File: src/include/smws_pkg.sv
// shared constants and types of the stop-mode wake sequencer
package smws_pkg;

	////////////////////////////////////////////////////////////////////////
	// register byte addresses
	localparam logic [4:0] ADDR_PROT_CMD = 5'h00;
	localparam logic [4:0] ADDR_PSC = 5'h04;
	localparam logic [4:0] ADDR_OSC_SETTLE_SELECT_REG = 5'h08;
	localparam logic [4:0] ADDR_CFG = 5'h0c;
	localparam logic [4:0] ADDR_STAT = 5'h10;

	////////////////////////////////////////////////////////////////////////
	// field positions
	localparam int PSC_IDLE_POS = 0;
	localparam int PSC_STOP_POS = 1;
	localparam int OSC_SETTLE_SELECT_REG_W = 3;
	localparam int CFG_ASYNC_SERIAL_CH0_EXT_POS = 0;
	localparam int CFG_ASYNC_SERIAL_CH1_EXT_POS = 1;
	localparam int CFG_CLOCKED_SERIAL_CH4_EXT_POS = 2;
	localparam int STAT_STATE_POS = 0;
	localparam int STAT_HAZARD_POS = 4;
	localparam int STAT_PROT_ERR_POS = 5;
	localparam int STAT_WAKE_NMI_POS = 6;
	localparam int STAT_ARMED_POS = 7;

	////////////////////////////////////////////////////////////////////////
	// reset values and timing
	localparam logic [7:0] PSC_RST = 8'h00;
	localparam logic [7:0] CFG_RST = 8'h00;
	localparam logic [OSC_SETTLE_SELECT_REG_W-1:0] OSC_SETTLE_SELECT_REG_RST_SHORT = 3'h4;
	localparam logic [OSC_SETTLE_SELECT_REG_W-1:0] OSC_SETTLE_SELECT_REG_RST_LONG = 3'h7;
	localparam logic [4:0] SETTLE_EXP_BASE_DEF = 5'h0e;
	localparam int SETTLE_CNT_W = 22;
	localparam int IRQ_W = 8;
	localparam int UART_N = 2;

	////////////////////////////////////////////////////////////////////////
	// types
	typedef enum logic [3:0] {
		ST_RUN = 4'h1,
		ST_IDLE = 4'h2,
		ST_STOP = 4'h4,
		ST_SETTLE = 4'h8
	} smws_state_t;

	typedef struct packed {
		logic [UART_N-1:0] uart_tx;
		logic [UART_N-1:0] uart_rx;
		logic clocked_serial_ch4;
		logic other;
	} smws_periph_en_t;

	typedef struct packed {
		logic np;
		logic id;
		logic ei_cleared;
	} smws_psw_t;

endpackage : smws_pkg

File: src/core/smws_settle_counter.sv
// oscillator settling counter, 2^exp periods from a start pulse
`timescale 1ns/100ps
`default_nettype none
module smws_settle_counter
	import smws_pkg::*;
(
	input wire logic clk,
	input wire logic srst,
	input wire logic start,
	input wire logic [4:0] exp_sel,
	output logic running,
	output logic done
);

	logic [SETTLE_CNT_W-1:0] cnt_r;
	logic [SETTLE_CNT_W-1:0] limit;
	logic running_r;
	logic done_r;

	assign limit = (22'h1 << exp_sel) - 22'h1;
	assign running = running_r;
	assign done = done_r;

	// a start while running is ignored so a late irq cannot restart it
	always_ff @(posedge clk)
	begin
		if (srst)
		begin
			cnt_r <= 22'h0;
			running_r <= 1'b0;
			done_r <= 1'b0;
		end
		else
		begin
			done_r <= 1'b0;
			if (!running_r && start)
			begin
				cnt_r <= 22'h0;
				running_r <= 1'b1;
			end
			else if (running_r)
			begin
				if (cnt_r == limit)
				begin
					running_r <= 1'b0;
					done_r <= 1'b1;
				end
				else
					cnt_r <= cnt_r + 22'h1;
			end
		end
	end

endmodule : smws_settle_counter
`default_nettype wire

File: src/core/smws_top.sv
// stop/idle entry, protected write and wake sequencing with wishbone regs
//
// Overview of operation
// - setting the stop bit enters stop, only with main clock as cpu clock
// - stop halts main oscillator, cpu and peripheral clocks; subclock runs
// - async serial units run in stop only transmitting, with external clock
// - clocked serial channel 4 runs in stop only with external serial clock
// - stop ends on nmi or an unmasked maskable interrupt
// - interrupt wake starts the watchdog counter as settling timer
// - settling length comes from the settle-select register
// - after settling the clock resumes, then the handler branch follows
// - settle-select reset value gives 2^18 or 2^21 periods per variant
// - instructions after the psc store finish before power save begins
// - external-memory entry, any wake (nmi or irq) and held irq flag a pc hazard
// - irq is held while np or id is set, or ei cleared by lower prio
`timescale 1ns/100ps
`default_nettype none
module smws_top
	import smws_pkg::*;
#(
	parameter bit VARIANT_LONG = 1'b0,
	parameter logic [4:0] SETTLE_EXP_BASE = SETTLE_EXP_BASE_DEF
)
(
	input wire logic REF_CLK,
	input wire logic SRST,
	input wire logic WB_CYC_I,
	input wire logic WB_STB_I,
	input wire logic WB_WE_I,
	input wire logic [4:0] WB_ADR_I,
	input wire logic [3:0] WB_SEL_I,
	input wire logic [31:0] WB_DAT_I,
	output logic [31:0] WB_DAT_O,
	output logic WB_ACK_O,
	input wire logic CPU_CLK_IS_MAIN,
	input wire logic CPU_QUIESCE,
	input wire logic EXEC_EXT_MEM,
	input wire logic NMI_REQ,
	input wire logic [IRQ_W-1:0] IRQ_REQ,
	input wire logic [IRQ_W-1:0] IRQ_MASK,
	input wire smws_psw_t PSW_IN,
	output logic MAIN_OSC_EN,
	output logic SUB_OSC_EN,
	output logic CPU_CLK_EN,
	output smws_periph_en_t PERIPH_EN,
	output logic VECTOR_GO,
	output logic IRQ_HOLD,
	output logic PC_HAZARD
);

	smws_state_t state_r;
	smws_state_t state_nxt;
	logic ack_r;
	logic [31:0] dat_r;
	logic [7:0] psc_r;
	logic [7:0] cfg_r;
	logic [OSC_SETTLE_SELECT_REG_W-1:0] osc_settle_select_reg_r;
	logic armed_r;
	logic prot_err_r;
	logic entry_pend_r;
	logic from_ext_r;
	logic wake_nmi_r;
	logic vec_pend_r;
	logic resume_r;
	logic hazard_r;
	logic wb_req;
	logic wr_strobe;
	logic wake;
	logic irq_wake;
	logic settle_start;
	logic settle_done;
	logic settle_run;
	logic [4:0] settle_exp;
	logic enter_stop;
	logic enter_idle;
	logic resume;

	////////////////////////////////////////////////////////////////////////
	// wishbone slave: one wait state, ack dropped after one cycle
	assign wb_req = WB_CYC_I && WB_STB_I && !ack_r;
	assign wr_strobe = wb_req && WB_WE_I && WB_SEL_I[0];
	assign WB_ACK_O = ack_r;
	assign WB_DAT_O = dat_r;

	always_ff @(posedge REF_CLK)
	begin
		if (SRST)
			ack_r <= 1'b0;
		else
			ack_r <= wb_req;
	end

	// unmapped addresses ack with zero
	always_ff @(posedge REF_CLK)
	begin
		if (SRST)
			dat_r <= 32'h0;
		else if (wb_req && !WB_WE_I)
		begin
			unique case (WB_ADR_I)
				ADDR_PSC: dat_r <= {24'h0, psc_r};
				ADDR_OSC_SETTLE_SELECT_REG: dat_r <= {29'h0, osc_settle_select_reg_r};
				ADDR_CFG: dat_r <= {24'h0, cfg_r};
				ADDR_STAT: dat_r <= {24'h0, armed_r, wake_nmi_r, prot_err_r,
					hazard_r, state_r};
				default: dat_r <= 32'h0;
			endcase
		end
	end

	////////////////////////////////////////////////////////////////////////
	// protected write: only the write right after the command write counts
	always_ff @(posedge REF_CLK)
	begin
		if (SRST)
			armed_r <= 1'b0;
		else if (wr_strobe)
			armed_r <= (WB_ADR_I == ADDR_PROT_CMD);
	end

	always_ff @(posedge REF_CLK)
	begin
		if (SRST)
			prot_err_r <= 1'b0;
		else if (wr_strobe && WB_ADR_I == ADDR_PSC && !armed_r)
			prot_err_r <= 1'b1;
		else if (wr_strobe && WB_ADR_I == ADDR_STAT && WB_DAT_I[STAT_PROT_ERR_POS])
			prot_err_r <= 1'b0;
	end

	always_ff @(posedge REF_CLK)
	begin
		if (SRST)
			psc_r <= PSC_RST;
		else if (wr_strobe && WB_ADR_I == ADDR_PSC && armed_r)
			psc_r <= WB_DAT_I[7:0];
		else if (resume)
			psc_r <= PSC_RST;
	end

	// settle select is a plain register; reset value per variant
	always_ff @(posedge REF_CLK)
	begin
		if (SRST)
			osc_settle_select_reg_r <= VARIANT_LONG ? OSC_SETTLE_SELECT_REG_RST_LONG : OSC_SETTLE_SELECT_REG_RST_SHORT;
		else if (wr_strobe && WB_ADR_I == ADDR_OSC_SETTLE_SELECT_REG)
			osc_settle_select_reg_r <= WB_DAT_I[OSC_SETTLE_SELECT_REG_W-1:0];
	end

	always_ff @(posedge REF_CLK)
	begin
		if (SRST)
			cfg_r <= CFG_RST;
		else if (wr_strobe && WB_ADR_I == ADDR_CFG)
			cfg_r <= WB_DAT_I[7:0];
	end

	////////////////////////////////////////////////////////////////////////
	// entry waits for the cpu to drain the instructions after the store
	always_ff @(posedge REF_CLK)
	begin
		if (SRST)
			entry_pend_r <= 1'b0;
		else if (wr_strobe && WB_ADR_I == ADDR_PSC && armed_r)
			entry_pend_r <= WB_DAT_I[PSC_IDLE_POS] || WB_DAT_I[PSC_STOP_POS];
		else if (enter_stop || enter_idle || resume)
			entry_pend_r <= 1'b0;
	end

	// stop is refused (stays pending) while the subclock drives the cpu
	assign enter_stop = state_r == ST_RUN && entry_pend_r && CPU_QUIESCE
		&& psc_r[PSC_STOP_POS] && CPU_CLK_IS_MAIN;
	assign enter_idle = state_r == ST_RUN && entry_pend_r && CPU_QUIESCE
		&& !psc_r[PSC_STOP_POS] && psc_r[PSC_IDLE_POS];

	assign irq_wake = |(IRQ_REQ & ~IRQ_MASK);
	assign wake = NMI_REQ || irq_wake;
	assign settle_start = state_r == ST_STOP && wake;
	assign resume = (state_r == ST_SETTLE && settle_done)
		|| (state_r == ST_IDLE && wake);
	assign settle_exp = SETTLE_EXP_BASE + {2'b00, osc_settle_select_reg_r};

	always_comb
	begin
		state_nxt = state_r;
		unique case (state_r)
			ST_RUN:
				if (enter_stop)
					state_nxt = ST_STOP;
				else if (enter_idle)
					state_nxt = ST_IDLE;
			ST_IDLE:
				if (wake)
					state_nxt = ST_RUN;
			ST_STOP:
				if (wake)
					state_nxt = ST_SETTLE;
			ST_SETTLE:
				if (settle_done)
					state_nxt = ST_RUN;
			default:
				state_nxt = ST_RUN;
		endcase
	end

	always_ff @(posedge REF_CLK)
	begin
		if (SRST)
			state_r <= ST_RUN;
		else
			state_r <= state_nxt;
	end

	smws_settle_counter u_settle (
		.clk(REF_CLK),
		.srst(SRST),
		.start(settle_start),
		.exp_sel(settle_exp),
		.running(settle_run),
		.done(settle_done)
	);

	////////////////////////////////////////////////////////////////////////
	// clock gating outputs
	assign MAIN_OSC_EN = state_r != ST_STOP && state_r != ST_SETTLE;
	assign SUB_OSC_EN = 1'b1;
	assign CPU_CLK_EN = state_r == ST_RUN;

	genvar gi;
	generate
		for (gi = 0; gi < UART_N; gi++)
		begin : g_uart
			assign PERIPH_EN.uart_tx[gi] = state_r == ST_RUN
				|| state_r == ST_IDLE
				|| cfg_r[CFG_ASYNC_SERIAL_CH0_EXT_POS + gi];
			assign PERIPH_EN.uart_rx[gi] = state_r == ST_RUN
				|| state_r == ST_IDLE;
		end
	endgenerate
	assign PERIPH_EN.clocked_serial_ch4 = state_r == ST_RUN || state_r == ST_IDLE
		|| cfg_r[CFG_CLOCKED_SERIAL_CH4_EXT_POS];
	assign PERIPH_EN.other = state_r == ST_RUN || state_r == ST_IDLE;

	////////////////////////////////////////////////////////////////////////
	// handler branch one cycle after the clock comes back, never with it
	always_ff @(posedge REF_CLK)
	begin
		if (SRST)
		begin
			resume_r <= 1'b0;
			vec_pend_r <= 1'b0;
		end
		else
		begin
			resume_r <= resume;
			vec_pend_r <= resume_r;
		end
	end
	assign VECTOR_GO = vec_pend_r;

	always_ff @(posedge REF_CLK)
	begin
		if (SRST)
			wake_nmi_r <= 1'b0;
		else if (settle_start || (state_r == ST_IDLE && wake))
			wake_nmi_r <= NMI_REQ;
	end

	always_ff @(posedge REF_CLK)
	begin
		if (SRST)
			from_ext_r <= 1'b0;
		else if (enter_stop || enter_idle)
			from_ext_r <= EXEC_EXT_MEM;
	end

	assign IRQ_HOLD = PSW_IN.np || PSW_IN.id || PSW_IN.ei_cleared;

	// sticky until software clears it; a new hazard wins over the clear
	always_ff @(posedge REF_CLK)
	begin
		if (SRST)
			hazard_r <= 1'b0;
		else if (vec_pend_r && from_ext_r && IRQ_HOLD)
			hazard_r <= 1'b1;
		else if (wr_strobe && WB_ADR_I == ADDR_STAT && WB_DAT_I[STAT_HAZARD_POS])
			hazard_r <= 1'b0;
	end
	assign PC_HAZARD = hazard_r;
endmodule : smws_top
`default_nettype wire

File: config.mk
export PLATFORM = sky130hd
export DESIGN_NAME = smws_top
export DESIGN_NICKNAME = d
export VERILOG_FILES = /design/src/include/smws_pkg.sv /design/src/core/smws_settle_counter.sv /design/src/core/smws_top.sv
export SDC_FILE = /design/constraint.sdc
export NUM_CORES = 1
export LEC_CHECK = 0
export BUFFER_PORTS_ARGS = -buffer_cell sky130_fd_sc_hd__buf_2
export CAP_MARGIN = 20
export CORE_UTILIZATION = 46
export DETAILED_ROUTE_END_ITERATION = 10
export HOLD_SLACK_MARGIN = 0.1
export PLACE_DENSITY = 0.8
export SYNTH_ARGS = -nofsm -noshare
export SYNTH_HDL_FRONTEND = slang
export SYNTH_HIERARCHICAL = 1
export SYNTH_SLANG_ARGS = --single-unit
File: constraint.sdc
create_clock -name REF_CLK -period 3.7 [get_ports REF_CLK]
set_input_delay 0.74 -clock REF_CLK [delete_from_list [all_inputs] [get_ports REF_CLK]]
set_output_delay 0.74 -clock REF_CLK [all_outputs]
set_load 0.01 [all_outputs]
=== Word-level counts from Yosys, hierarchy flattened ===
Index checks and enable logic that the tools add are counted.

* Flip-flop bits (word level): 88
* Input bits: 69
* Output and inout bits: 45
* Logic and storage cells: 112

* $add $sub $neg: 3
* Equal/unequal tests: 15
* Shifts and indexed selects: 1
* Multiplexer cells: 19
* Bitwise gates (word level): 4
* Reduce and logical (&&, ||, !) cells: 53

{| class="wikitable"
|+ Operators by type and width
! kind !! count
|-
| one-hot mux 8 bit (4 select lines) || 1
|-
| logical AND 1 bit || 26
|-
| adder 22 x 1 -> 22 bit (second input constant) || 1
|-
| == test 22 bit || 1
|-
| << shifter 1 x 5 -> 22 bit (first input constant) || 1
|-
| subtractor 22 x 1 -> 22 bit (second input constant) || 1
|-
| two-way mux 4 bit || 5
|-
| two-way mux 8 bit || 2
|-
| one-hot mux 4 bit (4 select lines) || 1
|-
| logical OR 1 bit || 12
|-
| == test 5 x 4 -> 1 bit (second input constant) || 2
|-
| two-way mux 1 bit || 10
|-
| bitwise AND 8 bit || 1
|-
| inverter 8 bit || 1
|-
| nonzero test 2 bit || 4
|-
| OR reduction 8 bit || 1
|-
| adder 4 x 3 -> 5 bit (first input constant) || 1
|-
| == test 5 x 3 -> 1 bit (second input constant) || 1
|-
| == test 5 bit (second input constant) || 1
|-
| zero test 1 bit || 5
|-
| zero test 5 bit || 1
|-
| == test 4 x 1 -> 1 bit (second input constant) || 1
|-
| == test 4 x 2 -> 1 bit (second input constant) || 1
|-
| == test 4 x 3 -> 1 bit (second input constant) || 1
|-
| 11 further kinds || 13
|}

=== Depth between registers and ports, before layout ===
Gate-level depths: netlist of the first run.

* Depth after elaboration: 9
* Depth in mapped cells: 18

=== Cells and area by module ===
Netlist of the first run, hierarchy kept.

{| class="wikitable"
|+ Modules (own cells, without submodules)
! module !! instances !! cells an instance !! area an instance (µm²) !! seq. area each (µm²)
|-
| smws_top || 1 || 278 || 2,192.1 || 800.8
|-
| smws_settle_counter || 1 || 264 || 2,034.5 || 480.5
|}

=== Worst setup path after synthesis of the first run ===
Ideal clock, no wire load.

* Path kind: register -> register
* From: register osc_settle_select_reg_r[1]
* To: register u_settle.cnt_r[6]
* Library setup time: 0.068 ns
* Arrival: 3.737 ns
* Data required time: 3.632 ns
* Setup slack: -0.106 ns
* Stages on the path, launching flop included: 18
* Clock period less this slack: 3.806 ns
* Path through: dfxtp_1 -> inv_1 -> ha_1 -> inv_1 -> buf_2 -> buf_1 -> nor3_1 -> nand3b_1 -> ha_1 -> or4_1 -> a21oi_1 -> o21a_1 -> o2111ai_1 -> o41ai_4 -> buf_6 -> buf_6 -> o31ai_1 -> a21oi_2

* Word-level cells in the longest chain between the ends: 6

{| class="wikitable"
|+ Ends and longest elaborated chain
! element !! RTL line !! source
|-
| from (decl) || smws_top.sv:57 || <nowiki>logic [OSC_SETTLE_SELECT_REG_W-1:0] osc_settle_select_reg_r;</nowiki>
|-
| from (signal assigned) || smws_top.sv:145 || <nowiki>osc_settle_select_reg_r <= VARIANT_LONG ? OSC_SETTLE_SELECT_REG_RST_LONG : OSC_SETTLE_SELECT_REG_RST_SHORT;</nowiki>
|-
| from (signal assigned) || smws_top.sv:147 || <nowiki>osc_settle_select_reg_r <= WB_DAT_I[OSC_SETTLE_SELECT_REG_W-1:0];</nowiki>
|-
| adder 4 x 3 -> 5 bit || smws_top.sv:181 || <nowiki>assign settle_exp = SETTLE_EXP_BASE + {2'b00, osc_settle_select_reg_r};</nowiki>
|-
| named net settle_exp[1] || smws_top.sv:73 || <nowiki>logic [4:0] settle_exp;</nowiki>
|-
| << shifter 1 x 5 -> 22 bit || smws_settle_counter.sv:20 || <nowiki>assign limit = (22'h1 << exp_sel) - 22'h1;</nowiki>
|-
| subtractor 22 x 1 -> 22 bit || smws_settle_counter.sv:20 ||
|-
| == test 22 bit || smws_settle_counter.sv:43 || <nowiki>if (cnt_r == limit)</nowiki>
|-
| inverter 1 bit (no source line) || -- ||
|-
| AND reduction 2 bit (no source line) || -- ||
|-
| to (signal assigned) || smws_settle_counter.sv:49 || <nowiki>cnt_r <= cnt_r + 22'h1;</nowiki>
|-
| to (decl) || smws_settle_counter.sv:15 || <nowiki>logic [SETTLE_CNT_W-1:0] cnt_r;</nowiki>
|}

The timed path passes the listed nets, and every way through them passes these cells.
A chain may end at the register's enable or synchronous reset.

=== Worst setup path in the final report of the first run ===
* From: register osc_settle_select_reg_r[1]
* To: register u_settle.cnt_r[1]

Same word-level chain as after synthesis.

==> results.sh, run 1 <==
export IMPL_status="finished, violations left"
export IMPL_violations="DRC"
export IMPL_clock_skew_ns=0.0125
export IMPL_ys_seq_elements=64
export IMPL_startpoint="osc_settle_select_reg_r[1]$_SDFFE_PP0P_"
export IMPL_cts_tree="done"
export IMPL_port_buffers=61
export IMPL_cp_arrival_ns=3.75
export IMPL_cts_max_level=3
export IMPL_synth_xor_area_share=0.0243
export IMPL_period_minus_slack_ns=3.47
export IMPL_worstSetupPathType="flop to flop"
export IMPL_chipWidth_um=97.9
export IMPL_yosysSeqAreaShare=0.303
export IMPL_drv_slew=0
export IMPL_grt_max_degree=38
export IMPL_synthDistinctLibCells=73
export IMPL_hold_violations=0
export IMPL_drv_cap=0
export IMPL_die_area_um2=9580
export IMPL_cts_sinks=64
export IMPL_cp_required_ns=3.98
export IMPL_worstHoldEndpoint="VECTOR_GO$_SDFF_PP0_"
export IMPL_synthMuxAreaShare=0.0225
export IMPL_synth_compound_area_frac=0.232
export IMPL_clkPwrFrac=0.452
export IMPL_max_clock_freq_ghz=0.288
export IMPL_worstHoldStart="resume_r$_SDFF_PP0_"
export IMPL_drive_gt1_frac=0.200
export IMPL_final_nets=656
export IMPL_routed_wl_um=10600
export IMPL_p_leak_uw=0.00173
export IMPL_grt_usage=0.224
export IMPL_postRouteAntennaNets=0
export IMPL_insertion_delay_ns=0.36
export IMPL_synth_edf_count=0
export IMPL_power_internal_uw=1030
export IMPL_synth_top_family_by_area="simple AND/OR/NAND/NOR gates"
export IMPL_power_frac_comb=0.058
export IMPL_synthAdderAreaFrac=0.00888
export IMPL_numCtsBuffers=9
export IMPL_switchingPower_uw=371
export IMPL_sw_frac_of_total=0.264
export IMPL_wire_per_inst_um=15.2
export IMPL_place_area_um2=4500
export IMPL_hold_path_class="flop to flop"
export IMPL_dp_hpwl_um=7520
export IMPL_vias_per_cell=6.00
export IMPL_hold_buffers=0
export IMPL_gp_congestion=0.927
export IMPL_final_area_um2=4720
export IMPL_dr_pass1_iters=8
export IMPL_irDropWorstVdd_mv=0.226
export IMPL_clk_pin_slew_ns=0.09
export IMPL_ctsRootBufferMaster="clkbuf_8"
export IMPL_ys_flop_type="dfxtp_1"
export IMPL_grt_pass1_wl_um=17600
export IMPL_relSlewSlack=0.483
export IMPL_drc_errors=18
export IMPL_r2r_start="osc_settle_select_reg_r[1]$_SDFFE_PP0P_"
export IMPL_syn_to_final_growth_pct=11.6
export IMPL_synth_avg_cell_area_um2=7.80
export IMPL_hold_depth=1
export IMPL_yosys_area_share_simple=0.299
export IMPL_ios=114
export IMPL_worstRegToRegCells=14
export IMPL_chipHeight_um=97.9
export IMPL_cp_max_fo=15
export IMPL_synth_area_um2=4230
export IMPL_rsz0062_at_grt="no"
export IMPL_startpoint_type="flop"
export IMPL_setup_viol=0
export IMPL_syn_inst=542
export IMPL_rows=34
export IMPL_initial_utilization=0.480
export IMPL_grt_pass1_vias=3848
export IMPL_vias=4185
export IMPL_n_fill_cell=812
export IMPL_antennaDiodeCount=0
export IMPL_sequentialPowerShare=0.490
export IMPL_cts_setup_buffers=0
export IMPL_drtIter0Drc=444
export IMPL_r2r_end="u_settle/cnt_r[1]$_SDFFE_PP0P_"
export IMPL_async_flop_share=0
export IMPL_final_setup_tns_ns=0
export IMPL_tightest_slew_ns=0.772
export IMPL_r2r_setup_slack_ns=0.23
export IMPL_grt_ovfl_total=0
export IMPL_finalCritPeriodShare=0.938
export IMPL_core_area_um2=8810
export IMPL_cp_end_kind="flop"
export IMPL_power_density_nw_per_um2=298
export IMPL_grt_antenna_before_repair=0
export IMPL_ys_warn_count=6
export IMPL_cts_resized=0
export IMPL_cts_buffer_depth=2
[cell families (layout without fill, tap and decap cells)]
group	after synthesis	after routing
AO/OA/AOI/OAI	139	139
adder cells (fa/ha/maj)	3	3
flip-flops	64	64
multiplexers	9	9
AND/OR/NAND/NOR	229	229
buffers and inverters	86	110
XOR/XNOR	10	10
other	2	25
[worst max-delay path by stage]
| stage | endpoint | cells past startpoint |
|---|---|---|
| after floorplan | u_settle/cnt_r[6]$_SDFFE_PP0P_ | 17 |
| after global placement | u_settle/cnt_r[14]$_SDFFE_PP0P_ | 14 |
| after detailed placement | u_settle/cnt_r[1]$_SDFFE_PP0P_ | 11 |
| after CTS | u_settle/cnt_r[1]$_SDFFE_PP0P_ | 14 |
| after global routing | u_settle/cnt_r[14]$_SDFFE_PP0P_ | 14 |
| final | u_settle/cnt_r[1]$_SDFFE_PP0P_ | 14 |
[synth_stat cells (4+ instances only)]
| cell | count | share of area |
|---|---|---|
| mux2i_1 | 5 | 0.012 |
| a22o_1 | 8 | 0.017 |
| and4_1 | 4 | 0.0083 |
| dfxtp_1 | 64 | 0.30 |
| a31oi_1 | 6 | 0.0089 |
| nor3b_1 | 4 | 0.0071 |
| o21ai_0 | 8 | 0.0095 |
| buf_2 | 10 | 0.012 |
| and3_1 | 7 | 0.010 |
| nand2_1 | 65 | 0.058 |
| o211ai_1 | 8 | 0.014 |
| a21oi_1 | 44 | 0.052 |
| clkbuf_1 | 23 | 0.020 |
| o21a_1 | 4 | 0.0071 |
| mux2_2 | 4 | 0.011 |
| buf_4 | 28 | 0.050 |
| nor3_1 | 12 | 0.014 |
| o21ai_1 | 4 | 0.0047 |
| nor2b_1 | 7 | 0.010 |
| nand3_1 | 21 | 0.025 |
| xor2_1 | 4 | 0.0083 |
| o31a_1 | 4 | 0.0083 |
| o31ai_1 | 9 | 0.016 |
| or4_1 | 17 | 0.030 |
| xnor2_1 | 5 | 0.010 |
| nor2_1 | 27 | 0.024 |
| nor4_1 | 5 | 0.0074 |
| inv_1 | 21 | 0.019 |
| nand2b_1 | 6 | 0.0089 |
| nand4_1 | 16 | 0.024 |
| or3_1 | 15 | 0.022 |
| a22oi_1 | 8 | 0.014 |
[layout make-up]
| cell class | count | area (um^2) | share of cell area |
|---|---|---|---|
| clock buffer | 9 | 124 | 0.0263 |
| inverter | 21 | 78.8 | 0.0167 |
| clock inverter | 7 | 81.3 | 0.0172 |
| tap | 108 | 135 | 0.0286 |
| multi-input combinational | 415 | 2610 | 0.553 |
| timing repair buffer | 73 | 408 | 0.0864 |
| sequential | 64 | 1280 | 0.272 |
[metrics by stage]
stage	setup WS, ns	hold WS (ns)	total power [uW]	std cells	util
global placement	0.286	0.418	783	681	0.511
CTS	0.167	0.451	1410	697	0.534
global route	0.0249	0.465	1450	697	0.536
detailed placement	0.169	0.431	785	681	0.511
finish	0.230	0.447	1400	697	0.536
floorplan	0.00725	0.414	769	565	-
[layer usage]
layer,wire (um),track usage,part of all wire
met5,0,0,0
met3,582,0.0415,0.055
met1,4680,0.282,0.44
met4,212,0.0991,0.020
met2,5110,0.372,0.48
[placed cells by master (no fill, tap or decap), types with 4 or more instances in the layout]
| cell type | instances |
|---|---|
| a21oi_1 | 44 |
| a22o_1 | 8 |
| a22oi_1 | 8 |
| a31oi_1 | 6 |
| and3_1 | 7 |
| and4_1 | 4 |
| buf_2 | 61 |
| buf_4 | 11 |
| clkbuf_8 | 9 |
| conb_1 | 25 |
| dfxtp_1 | 64 |
| inv_1 | 21 |
| mux2_2 | 4 |
| mux2i_1 | 5 |
| nand2_1 | 65 |
| nand2b_1 | 6 |
| nand3_1 | 21 |
| nand4_1 | 16 |
| nor2_1 | 27 |
| nor2b_1 | 7 |
| nor3_1 | 11 |
| nor3b_1 | 4 |
| nor4_1 | 4 |
| o211ai_1 | 8 |
| o21a_1 | 4 |
| o21ai_0 | 8 |
| o21ai_1 | 4 |
| o31a_1 | 4 |
| o31ai_1 | 9 |
| or3_1 | 15 |
| or4_1 | 16 |
| xnor2_1 | 5 |
| xor2_1 | 4 |
[registers in the layout (all words and copies together) (netlist names)]
name,count
u_settle/cnt_r,22
WB_DAT_O,8
cfg_r,8
psc_r,8
state_r,4
osc_settle_select_reg_r,3
PC_HAZARD,1
VECTOR_GO,1
WB_ACK_O,1
armed_r,1
entry_pend_r,1
from_ext_r,1
prot_err_r,1
resume_r,1
u_settle/done,1
u_settle/running,1
wake_nmi_r,1
[worst max-delay path: stages (launching register included)]
cell and delay (ns):
dfxtp_1 0.36, inv_1 0.09, ha_4 0.26, inv_1 0.05, nor3_2 0.19, nand3b_1 0.11
ha_1 0.21, buf_4 0.19, inv_1 0.12, a21oi_1 0.08, xor3_1 0.22, or4_4 0.57
or4_4 0.60, nand2_1 0.16, mux2i_1 0.20
[power by group through the flow]
stage                     registers (uW)  logic [uW]  clock network, uW
after floorplan                      705        63.8                  0
after global placement               705        77.5                  0
after detailed placement             705        79.5                  0
after CTS                            689        79.8                641
after global routing                 689        89.1                671
final                                689        81.4                634
(Power assumes the default switching activity.)
==> run 2, diff against run 1 <==
--- a/config.mk
+++ b/config.mk
@@ -7,2 +7,3 @@
 export LEC_CHECK = 0
+export ABC_AREA = 0
 export BUFFER_PORTS_ARGS = -buffer_cell sky130_fd_sc_hd__buf_2
==> constraint.sdc (replaced) <==
create_clock -name REF_CLK -period 3.7 [get_ports REF_CLK]
set_input_delay 0.185 -clock REF_CLK [delete_from_list [all_inputs] [get_ports REF_CLK]]
set_output_delay 0.185 -clock REF_CLK [all_outputs]
set_load 0.01 [all_outputs]
==> run 2 against run 1 <==
  * The flow still finishes with violations (DRC)
  * Sequential share of layout area is the same
  * Wire length decreased by 3.6%
  * Clock power down 14%
  * Non-clock buffer count grew 3
  * Setup slack got worse by 0.016 ns
  * Combinational power increased by 2%
  * Design area stayed put
  * Die area stayed put
  * Hold slack worse by 0.34 ns
  * Critical path type unchanged
  * Largest power group unchanged
==> results.sh, run 2 (same netlist as run 1, synthesis figures left out) <==
export IMPL_status="finished, violations left"
export IMPL_violations="DRC"
export IMPL_slowest_delay_ns=0.52
export IMPL_die_area_um2=9580
export IMPL_r2r_setup_slack_ns=0.21
export IMPL_utilization=0.536
export IMPL_irDropWorstVdd_mv=0.176
export IMPL_mostFrequentLayoutCells="nand2_1, dfxtp_1, buf_2"
export IMPL_drv_slew=0
export IMPL_grt_max_degree=38
export IMPL_initial_utilization=0.480
export IMPL_clock_skew_ns=0.0127
export IMPL_ios=114
export IMPL_cts_max_level=3
export IMPL_drtIter0Drc=370
export IMPL_final_common_cell="nand2_1"
export IMPL_cts_setup_buffers=0
export IMPL_antennaDiodeCount=0
export IMPL_max_clock_freq_ghz=0.287
export IMPL_chipWidth_um=97.9
export IMPL_postRouteAntennaNets=0
export IMPL_drive_gt1_frac=0.194
export IMPL_insertion_delay_ns=0.35
export IMPL_vias_per_cell=5.96
export IMPL_cp_arrival_ns=3.74
export IMPL_dr_pass1_iters=10
export IMPL_power_density_nw_per_um2=280
export IMPL_switchingPower_uw=351
export IMPL_largest_register_ffs=22
export IMPL_dp_hpwl_um=7380
export IMPL_final_setup_tns_ns=0
export IMPL_worstSetupPathType="flop to flop"
export IMPL_grt_usage=0.217
export IMPL_whs_ns=0.104
export IMPL_power_frac_comb=0.063
export IMPL_power_internal_uw=967
export IMPL_grt_antenna_before_repair=0
export IMPL_routed_wl_um=10200
export IMPL_sequentialPowerShare=0.523
export IMPL_cp_max_fo=36
export IMPL_worstPathCellList="inv_1 > ha_4 > inv_1 > nor3_2 > nand3b_1 > ha_1 > or4_1 > a21oi_1 > nor3_1 > o2111ai_2 > o41ai_4 > buf_12 > or4_1 > a21oi_1"
export IMPL_cp_required_ns=3.96
export IMPL_final_nets=659
export IMPL_finalCritPeriodShare=0.942
export IMPL_clk_pin_slew_ns=0.08
export IMPL_cts_tree="done"
export IMPL_p_total_uw=1320
export IMPL_ctsRootBufferMaster="clkbuf_8"
export IMPL_tightest_slew_ns=0.843
export IMPL_grt_pass1_vias=3771
export IMPL_hold_path_class="input port to flop"
export IMPL_chipHeight_um=97.9
export IMPL_cts_buffer_depth=2
export IMPL_rsz0062_at_grt="no"
export IMPL_wire_per_inst_um=14.6
export IMPL_place_area_um2=4480
export IMPL_critPathSlowestCell="or4_1"
export IMPL_drc_errors=18
export IMPL_startpoint_type="flop"
export IMPL_port_buffers=61
export IMPL_relSlewSlack=0.438
export IMPL_drv_cap=0
export IMPL_sw_frac_of_total=0.266
export IMPL_top_register="u_settle/cnt_r"
export IMPL_gp_congestion=0.936
export IMPL_startpoint="osc_settle_select_reg_r[1]$_SDFFE_PP0P_"
export IMPL_vias=4169
export IMPL_numCtsBuffers=9
export IMPL_p_leak_uw=0.00174
export IMPL_grt_pass1_wl_um=17200
export IMPL_cts_sinks=64
export IMPL_worstHoldStart="WB_DAT_I[3]"
export IMPL_core_area_um2=8810
export IMPL_cp_end_kind="flop"
export IMPL_period_minus_slack_ns=3.49
export IMPL_hold_violations=0
export IMPL_final_area_um2=4720
export IMPL_grt_ovfl_total=0
export IMPL_syn_to_final_growth_pct=11.6
export IMPL_rows=34
export IMPL_r2r_start="osc_settle_select_reg_r[1]$_SDFFE_PP0P_"
export IMPL_clkPwrFrac=0.414
export IMPL_setup_viol=0
==> run 2: changes by cell type in the layout (fill, tap and decap cells not counted), moves of 2 or more <==
cell | before | now
buf_4 | 11 | 9
clkinv_2 | 0 | 2
clkinvlp_4 | 3 | 1
dlygate4sd3_1 | 0 | 5
inv_6 | 0 | 3
==> run 2: final cells by class <==
type,instances,area [um^2]
timing repair buffer,76,443
sequential,64,1280
fill,807,4090
multi-input combinational,415,2600
clock inverter,7,52.6
inverter,21,78.8
tap,108,135
clock buffer,9,124
==> run 2: repair_timing <==
action / 4_1_cts / 5_1_grt
resized for setup: 0 / 2
hold endpoints to repair: 8 / 0
hold buffers: 5 / 0
setup endpoints to repair: 0 / 11
==> run 2: routing by layer <==
metal,up-vias,wire length [um],GRT usage
met4,0,194,0.0839
met5,-,0,0
met3,19,525,0.0379
met2,134,4950,0.363
met1,1975,4540,0.277
li1,2041,-,-
==> run 2: power by group through the flow <==
stage | combinational (uW) | sequential [uW] | clock [uW]
after detailed placement | 77.8 | 705 | 0
after global placement | 75.9 | 705 | 0
after CTS | 82.1 | 689 | 556
final | 83.3 | 689 | 546
after floorplan | 63.8 | 705 | 0
after global routing | 91.8 | 689 | 587
==> run 2: stage by stage <==
| step | instances | setup slack [ns] |
|---|---|---|
| 5_1_grt | 700 | 0.0110 |
| 6_report | 700 | 0.214 |
| 3_3_place_gp | 679 | 0.280 |
| 4_1_cts | 700 | 0.166 |
| 2_1_floorplan | 565 | 0.00725 |
| 3_5_place_dp | 679 | 0.207 |
==> run 2: final timing paths <==
check | endpoint | depth (start not counted)
min reg2reg | VECTOR_GO$_SDFF_PP0_ | 1
max reg2reg | u_settle/cnt_r[18]$_SDFFE_PP0P_ | 14
min | cfg_r[3]$_SDFFE_PP0P_ | 3
max | u_settle/cnt_r[18]$_SDFFE_PP0P_ | 14
==> run 2: worst max-delay path: cells and delay by family (launching register included) <==
family / cells / cell delay (ns)
and+or+nand+nor: 5 / 1.43
AOI/OAI and AO/OA: 4 / 0.81
adders and majority gates: 2 / 0.46
DFF: 1 / 0.35
buffers and inverters: 3 / 0.33
